--- src/design/trig_defs.svh ---
`ifndef TRIG_DEFS_SVH
`define TRIG_DEFS_SVH

// register offsets
`define OFS_PIN_A_RISE      8'h33
`define OFS_PIN_B_RISE      8'h34
`define OFS_PIN_C_RISE      8'h35
`define OFS_PIN_A_FALL      8'h36
`define OFS_PIN_B_FALL      8'h37
`define OFS_PIN_C_FALL      8'h38
`define OFS_PIN_AB_MODE     8'h39
`define OFS_PIN_C_MODE_STOP 8'h3A
`define OFS_TRIG_PRIO       8'h3E
`define OFS_GLB_STATE       8'h3F

// reset values
`define RST_EDGE_CFG        8'h01
`define RST_AB_MODE         8'h33
`define RST_C_MODE_STOP     8'h30
`define RST_TRIG_PRIO       8'h1B

// field positions in the edge config registers
`define BIT_EDGE_EN         7
`define SEQ_MSB             6

// per-pin option bits, counted within a 4-bit nibble
`define BIT_POLARITY        3
`define BIT_LEVEL_MODE      2
`define BIT_AUTOBRAKE       1
`define BIT_BOOST_EN        0

// shared mode register fields
`define BIT_SINGLE_LINE     3
`define BIT_STOP_A          2
`define BIT_STOP_B          1
`define BIT_STOP_C          0

// global state codes
`define GS_STANDBY          4'h0
`define GS_TRIG             4'h9
`define GS_BRAKE            4'hB

`endif

--- src/design/trig_pkg.sv ---
package trig_pkg;
  typedef enum logic [1:0] {
    ST_IDLE,
    ST_PLAY,
    ST_BRAKE
  } trig_state_e;
  typedef logic [1:0] src_t;
  typedef logic [6:0] seq_t;
  typedef logic [1:0] prio_t;
endpackage

--- src/design/hw_pin_trigger_playback_ctrl.sv ---
`timescale 1ns/1ns
`include "trig_defs.svh"

// Operation
// RL1: rising edge plays only when enabled
// RL2: enabled rising edge plays its sequence number
// RL3: falling edge plays only when enabled
// RL4: enabled falling edge plays its sequence number
// RL5: software sets polarity for active-low pins
// RL6: mode bit selects edge or level
// RL7: auto-brake runs after pin playback ends
// RL8: boost on during pin playback if enabled
// RL9: single-line mode bit enables one-wire mode
// RL10: instant-stop lets playback end at once
// RL11: third pin options in bits seven to four
// RL12: higher priority preempts, equal uses default order
// RL13: global state reads trigger code while playing
// RL14: synchronise, apply polarity, one request per edge
// RL15: level mode plays while pin stays active
module hw_pin_trigger_playback_ctrl (
  input  wire logic          core_clk,
  input  wire logic          resetn,
  input  wire logic          hw_pin_a,
  input  wire logic          hw_pin_b,
  input  wire logic          hw_pin_c,
  input  wire logic [7:0]    reg_addr,
  input  wire logic [7:0]    reg_wdata,
  input  wire logic          reg_wr,
  input  wire logic          reg_rd,
  output logic [7:0]         reg_rdata,
  input  wire logic          play_done,
  input  wire logic          brake_done,
  output logic               play_req,
  output trig_pkg::seq_t     play_seq,
  output trig_pkg::src_t     play_src,
  output logic               play_active,
  output logic               boost_on,
  output logic               brake_req,
  output logic               stop_now,
  output logic               single_line_mode_en,
  output logic [3:0]         glb_state
);
  import trig_pkg::*;

  function automatic prio_t pin_prio(input logic [7:0] r,
                                     input int unsigned i);
    pin_prio = r[2*i +: 2];
  endfunction

  logic [7:0]  rise_cfg [3];
  logic [7:0]  fall_cfg [3];
  logic [7:0]  mode_ab;
  logic [7:0]  mode_c;
  logic [7:0]  prio_reg;
  logic [2:0]  pin_s1;
  logic [2:0]  pin_s2;
  logic [2:0]  act_prev;
  logic [2:0]  act;
  logic [2:0]  pol;
  logic [2:0]  lvl;
  logic [2:0]  brk;
  logic [2:0]  bst;
  logic [2:0]  stp;
  logic [2:0]  rise_hit;
  logic [2:0]  fall_hit;
  logic        win_valid;
  src_t        win_idx;
  seq_t        win_seq;
  prio_t       win_prio;
  prio_t       cur_prio;
  logic        accept;
  logic        release_now;
  logic        end_now;
  logic        replay;
  trig_state_e state;
  trig_state_e next_state;

  // per-pin option bits
  // RL11: third pin nibble
  always_comb begin
    pol = {mode_c[4+`BIT_POLARITY], mode_ab[`BIT_POLARITY],
           mode_ab[4+`BIT_POLARITY]};
    lvl = {mode_c[4+`BIT_LEVEL_MODE], mode_ab[`BIT_LEVEL_MODE],
           mode_ab[4+`BIT_LEVEL_MODE]};
    brk = {mode_c[4+`BIT_AUTOBRAKE], mode_ab[`BIT_AUTOBRAKE],
           mode_ab[4+`BIT_AUTOBRAKE]};
    bst = {mode_c[4+`BIT_BOOST_EN], mode_ab[`BIT_BOOST_EN],
           mode_ab[4+`BIT_BOOST_EN]};
    stp = {mode_c[`BIT_STOP_C], mode_c[`BIT_STOP_B],
           mode_c[`BIT_STOP_A]};
  end

  // register writes
  always_ff @(posedge core_clk or negedge resetn) begin
    if (!resetn) begin
      for (int i = 0; i < 3; i++) begin
        rise_cfg[i] <= `RST_EDGE_CFG;
        fall_cfg[i] <= `RST_EDGE_CFG;
      end
      mode_ab  <= `RST_AB_MODE;
      mode_c   <= `RST_C_MODE_STOP;
      prio_reg <= `RST_TRIG_PRIO;
    end else if (reg_wr) begin
      case (reg_addr)
        `OFS_PIN_A_RISE:      rise_cfg[0] <= reg_wdata;
        `OFS_PIN_B_RISE:      rise_cfg[1] <= reg_wdata;
        `OFS_PIN_C_RISE:      rise_cfg[2] <= reg_wdata;
        `OFS_PIN_A_FALL:      fall_cfg[0] <= reg_wdata;
        `OFS_PIN_B_FALL:      fall_cfg[1] <= reg_wdata;
        `OFS_PIN_C_FALL:      fall_cfg[2] <= reg_wdata;
        `OFS_PIN_AB_MODE:     mode_ab     <= reg_wdata;
        `OFS_PIN_C_MODE_STOP: mode_c      <= reg_wdata;
        `OFS_TRIG_PRIO:       prio_reg    <= reg_wdata;
        default: ;
      endcase
    end
  end

  // read data lands one cycle after reg_rd
  always_ff @(posedge core_clk or negedge resetn) begin
    if (!resetn) begin
      reg_rdata <= 8'h00;
    end else if (reg_rd) begin
      case (reg_addr)
        `OFS_PIN_A_RISE:      reg_rdata <= rise_cfg[0];
        `OFS_PIN_B_RISE:      reg_rdata <= rise_cfg[1];
        `OFS_PIN_C_RISE:      reg_rdata <= rise_cfg[2];
        `OFS_PIN_A_FALL:      reg_rdata <= fall_cfg[0];
        `OFS_PIN_B_FALL:      reg_rdata <= fall_cfg[1];
        `OFS_PIN_C_FALL:      reg_rdata <= fall_cfg[2];
        `OFS_PIN_AB_MODE:     reg_rdata <= mode_ab;
        `OFS_PIN_C_MODE_STOP: reg_rdata <= mode_c;
        `OFS_TRIG_PRIO:       reg_rdata <= prio_reg;
        `OFS_GLB_STATE:       reg_rdata <= {4'h0, glb_state};
        default:              reg_rdata <= 8'h00;
      endcase
    end
  end

  // RL14: two-stage sync
  always_ff @(posedge core_clk or negedge resetn) begin
    if (!resetn) begin
      pin_s1 <= 3'h0;
      pin_s2 <= 3'h0;
    end else begin
      pin_s1 <= {hw_pin_c, hw_pin_b, hw_pin_a};
      pin_s2 <= pin_s1;
    end
  end

  // RL5: polarity folds active-low pins
  assign act = pin_s2 ^ pol;

  // a polarity change can itself look like an edge
  always_ff @(posedge core_clk or negedge resetn) begin
    if (!resetn) begin
      act_prev <= 3'h0;
    end else begin
      act_prev <= act;
    end
  end

  // RL1: rise gated by enable
  // RL3: fall gated by enable
  // RL6: level mode starts on activation only
  always_comb begin
    for (int i = 0; i < 3; i++) begin
      rise_hit[i] = act[i] & ~act_prev[i] & rise_cfg[i][`BIT_EDGE_EN];
      fall_hit[i] = ~act[i] & act_prev[i] & ~lvl[i]
                    & fall_cfg[i][`BIT_EDGE_EN];
    end
  end

  // RL12: strict compare keeps pin a first on ties
  // RL2: rising sequence field
  // RL4: falling sequence field
  always_comb begin
    win_valid = 1'b0;
    win_idx   = 2'd0;
    win_seq   = 7'h00;
    win_prio  = 2'd0;
    for (int i = 0; i < 3; i++) begin
      if ((rise_hit[i] | fall_hit[i]) &&
          (!win_valid || pin_prio(prio_reg, i) > win_prio)) begin
        win_valid = 1'b1;
        win_idx   = 2'(i);
        win_prio  = pin_prio(prio_reg, i);
        win_seq   = rise_hit[i] ? rise_cfg[i][`SEQ_MSB:0]
                                : fall_cfg[i][`SEQ_MSB:0];
      end
    end
  end

  // RL12: lower or equal never preempts
  assign accept = win_valid && (state != ST_PLAY || win_prio > cur_prio);
  // RL15: release of a level-mode pin
  assign release_now = (state == ST_PLAY) && lvl[play_src]
                       && !act[play_src];
  // RL10: instant stop cuts the sequence short
  assign end_now = !accept && (state == ST_PLAY) &&
                   ((release_now && stp[play_src]) ||
                    (play_done && !(lvl[play_src] && act[play_src])));
  // RL15: replay while level pin held
  assign replay = !accept && (state == ST_PLAY) && play_done
                  && lvl[play_src] && act[play_src];

  // RL7: brake follows if enabled
  always_comb begin
    next_state = state;
    case (state)
      ST_IDLE:  if (accept) next_state = ST_PLAY;
      ST_PLAY: begin
        if (end_now) next_state = brk[play_src] ? ST_BRAKE : ST_IDLE;
      end
      ST_BRAKE: begin
        if (accept) next_state = ST_PLAY;
        else if (brake_done) next_state = ST_IDLE;
      end
      default:  next_state = ST_IDLE;
    endcase
  end

  always_ff @(posedge core_clk or negedge resetn) begin
    if (!resetn) begin
      state <= ST_IDLE;
    end else begin
      state <= next_state;
    end
  end

  // playback request and source tracking
  always_ff @(posedge core_clk or negedge resetn) begin
    if (!resetn) begin
      play_req <= 1'b0;
      play_seq <= 7'h00;
      play_src <= 2'd0;
      cur_prio <= 2'd0;
    end else begin
      play_req <= accept | replay;
      if (accept) begin
        play_seq <= win_seq;
        play_src <= win_idx;
        cur_prio <= win_prio;
      end
    end
  end

  // end pulses and status
  always_ff @(posedge core_clk or negedge resetn) begin
    if (!resetn) begin
      brake_req <= 1'b0;
      stop_now  <= 1'b0;
    end else begin
      brake_req <= end_now && brk[play_src];
      stop_now  <= end_now && release_now;
    end
  end

  // RL13: trigger code while playing
  // RL8: boost per source
  always_ff @(posedge core_clk or negedge resetn) begin
    if (!resetn) begin
      glb_state   <= `GS_STANDBY;
      play_active <= 1'b0;
      boost_on    <= 1'b0;
    end else begin
      play_active <= next_state == ST_PLAY;
      boost_on    <= next_state == ST_PLAY &&
                     bst[accept ? win_idx : play_src];
      case (next_state)
        ST_PLAY:  glb_state <= `GS_TRIG;
        ST_BRAKE: glb_state <= `GS_BRAKE;
        default:  glb_state <= `GS_STANDBY;
      endcase
    end
  end

  // RL9: one-wire mode out
  assign single_line_mode_en = mode_c[`BIT_SINGLE_LINE];
endmodule // hw_pin_trigger_playback_ctrl

--- config.mk ---
export PLATFORM = sky130hd
export DESIGN_NAME = hw_pin_trigger_playback_ctrl
export DESIGN_NICKNAME = d
export VERILOG_FILES = /design/src/design/trig_pkg.sv /design/src/design/hw_pin_trigger_playback_ctrl.sv
export VERILOG_INCLUDE_DIRS = /design/src /design/src/design
export SDC_FILE = /design/constraint.sdc
export NUM_CORES = 1
export LEC_CHECK = 0
export BUFFER_PORTS_ARGS = -buffer_cell sky130_fd_sc_hd__buf_2
export CAP_MARGIN = 10
export CORE_ASPECT_RATIO = 1.5
export CORE_MARGIN = 2
export CORE_UTILIZATION = 40
export DETAILED_ROUTE_END_ITERATION = 8
export GPL_TIMING_DRIVEN = 0
export PLACE_DENSITY = 0.66
export SLEW_MARGIN = 20
export SYNTH_ARGS = -nofsm -noshare
export SYNTH_HDL_FRONTEND = slang
export SYNTH_SLANG_ARGS = --single-unit
export TNS_END_PERCENT = 50
--- constraint.sdc ---
create_clock -name core_clk -period 5.2 [get_ports core_clk]
set_clock_uncertainty 0.2 [all_clocks]
set_input_delay 1.04 -clock core_clk [delete_from_list [all_inputs] [get_ports core_clk]]
set_output_delay 1.04 -clock core_clk [all_outputs]
set_load 0.1 [all_outputs]
==> run metrics <==
Total GRT Usage=between 20 and 25%; Vias=around 4100; Ys Warns=0; r2r setup slk=~0.023 ns; largest net degree at the start of global routing=83; die height=around 150 um; number of global-route vias before repair=between 4000 and 5000; Core ar.=roughly 14000 sq um; Max-Cap Viols=0; reg-to-reg startpoint=pin_s2[0]; Hold Vio Cnt, Final=0; PnR Total Power=between 0.002 and 0.0025 W; syn nets=approximately 500; number of buffers created by CTS=9; register area share after synthesis=between 40% and 50%; status=finished, final reports clean; Clock Tree Root=clkbuf_16; pwr dens=~300 nW/um^2; Slew Limit Fails=0; Avg Vias per Cell=around 5.8; routed wire length per instance=between 20 and 25 um; WP data arrival=5.22 ns; width of the die=101 um; Total Wirelength=roughly 16000 um; most frequent cell after synthesis=dfrtp_1; Critical Path Start Type=flop; share of layout cells above drive strength 1=43.0%; H-tree levels=3; Worst Path Max Fanout=4; Reg2Reg Capture Point=boost_on; post-synthesis instance total=465; initial antenna violation count=0; WP data required=~5.2 ns; top post-synthesis cells by area=dfrtp_1 (41%), mux2_2 (17%), dfstp_2 (7.5%), mux2i_1 (6.6%), o22ai_1 (2.4%); f_max=between 150 and 200 MHz; grt total ovfl=0; ys async rst share=100%; Period Utilization, post-route=between 90% and 100%; IO Port Bufs=48; area of the multi-input gates=2860 sq um; Synth Flop Type=dfrtp_1; IO Count=52; CTS tree=built; number of diodes=0; RSZ-0062 raised after global routing=true; cell area after layout=around 6700 sq um; R2R depth=24; clock transition at the registers of the reported paths=~0.080 ns; Netlist Area Pre-Place=5630 sq um; # rows=53; area share of the largest cell type after synthesis=approximately 41%; starting density of the core=approximately two fifths; die area=roughly 15000 sq um; maximum vdd drop=about 160 uV; final setup fails=0; Final Non-Filler Cells=711; worst min path class=flop to flop; DRT Pass-1 Iters=4; Setup crit end=boost_on; top cells by count, synth=dfrtp_1 (93), mux2_2 (86), mux2i_1 (37); fin crit period=around 5.2 ns; Sink Count=109; initial drt markers=213; gpl congestion=0.945; # DRC=0; dominant cell type by area after synthesis=dfrtp_1; nets@finish=approximately 570; clock buffer depth=2; dpl cells=between 600 and 700; Final HPWL DP=11600 um; Post-Syn Area per Cell=12.1 sq um; Placement Cell Area=approximately 6100 sq um; CP Launch Point=pin_s2[0]; remaining antenna violation count=0; Max-slew headroom=around 40%; Yosys cell types=64; Leak Pwr=3.08 nW; Post-synth EDFFs=0; Tightest Pin Transition=about 0.90 ns; fillers=1246; first-pass GRT wire length=between 20000 and 25000 um; Area Overhead vs Synth=19.0%; Seq. cell area=roughly 2700 sq um; Largest regs=fall_cfg (24), rise_cfg (24); Hold Slack=~0.15 ns; critical path type=flop to flop; register bit count reported by yosys=approximately 110; worst-skew pair later-pin latency=0.36 ns; Crit. End Element=flop; Hold Crit Depth=0
[through the flow]
step / TNS, ns / worst slack, ns / utilization, %
after floorplan: 0 / 0.0118 / -
after global placement: -6.14 / -0.723 / 43.9
after detailed placement: -10.08 / -0.929 / 44.1
after CTS: 0 / 0.00237 / 47.4
after global routing: -0.219 / -0.122 / 48.2
final: 0 / 0.0226 / 48.2
[cells in the final DEF (no fill, tap or decap), types with 10 or more instances in the layout]
master and count:
dfrtp_1 92, mux2_2 85, buf_2 53, mux2i_1 36, inv_1 22, o22ai_1 22
nand2_1 20, buf_4 16, dfstp_2 16, nor2_1 13, o21ai_0 12, a21oi_1 10
[worst max-delay path: stages (launching register included)]
cell and delay (ns):
dfrtp_1 0.43, xnor2_4 0.25, mux2i_4 0.33, nand2_2 0.12
ha_4 0.26, nor2b_4 0.13, a2bb2oi_4 0.15, o21ai_4 0.22
mux2_4 0.35, ha_4 0.22, nor2b_1 0.13, o21ai_2 0.15
o21ai_2 0.10, nand2_4 0.12, mux2i_2 0.24, ha_1 0.28
nor2b_4 0.14, a2bb2oi_2 0.14, nand2b_4 0.16, a221oi_4 0.31
nand3_2 0.13, o31a_1 0.16, ha_4 0.18, nand4_1 0.08
o31ai_2 0.07
[kinds of logic after synthesis]
kind of cell | share of synthesized area [%]
xor gates and xnor gates | 0.866
buffers and inverters | 3.29
DFF | 48.8
muxes | 25.3
and+or+nand+nor | 8.66
other | 0.0666
AOI/OAI and AO/OA | 11.3
adders and majority gates | 1.78
[layout make-up]
| class | instances | share of cell area (%) |
|---|---|---|
| buffer | 20 | 1.47 |
| clock buffer | 10 | 3.41 |
| clock inverter | 6 | 1.06 |
| inverter | 23 | 1.29 |
| multi-input combinational | 313 | 42.7 |
| sequential | 109 | 41.0 |
| tap | 165 | 3.08 |
| timing repair buffer | 65 | 5.99 |
[routing by layer]
| layer | vias to the layer above | track usage (%) | routed length, um |
|---|---|---|---|
| li1 | 1868 | - | - |
| met1 | 2099 | 25.1 | 6230 |
| met2 | 119 | 38.3 | 8200 |
| met3 | 52 | 3.61 | 519 |
| met4 | 0 | 14.4 | 1010 |
| met5 | - | 0 | 0 |
[where the power goes]
| part | leakage [nW] | internal, W | switching, W |
|---|---|---|---|
| Clock | 0.145 | 0.000379 | 0.000319 |
| Combinational | 1.50 | 0.000125 | 0.000264 |
| Sequential | 1.43 | 0.000898 | 0.0000410 |
| Total | 3.08 | 0.00140 | 0.000625 |
[what timing repair did]
item                                    4_1_cts  5_1_grt
gates cloned                                  0        0
resized for setup                            11       13
endpoints found under the setup margin       20        4
hold buffers                                  0        0
pin swaps                                     8       13
setup buffers                                13        3
endpoints found under the hold margin         0        0
[worst min-delay path by stage]
stage	startpoint	slack, ns	endpoint
after floorplan	pin_s1[0]	0.13	pin_s2[0]
after global placement	pin_s1[2]	0.13	pin_s2[2]
after detailed placement	pin_s1[1]	0.14	pin_s2[1]
after CTS	pin_s1[2]	0.16	pin_s2[2]
after global routing	pin_s1[2]	0.16	pin_s2[2]
final	pin_s1[2]	0.15	pin_s2[2]
(Power assumes the default switching activity.)
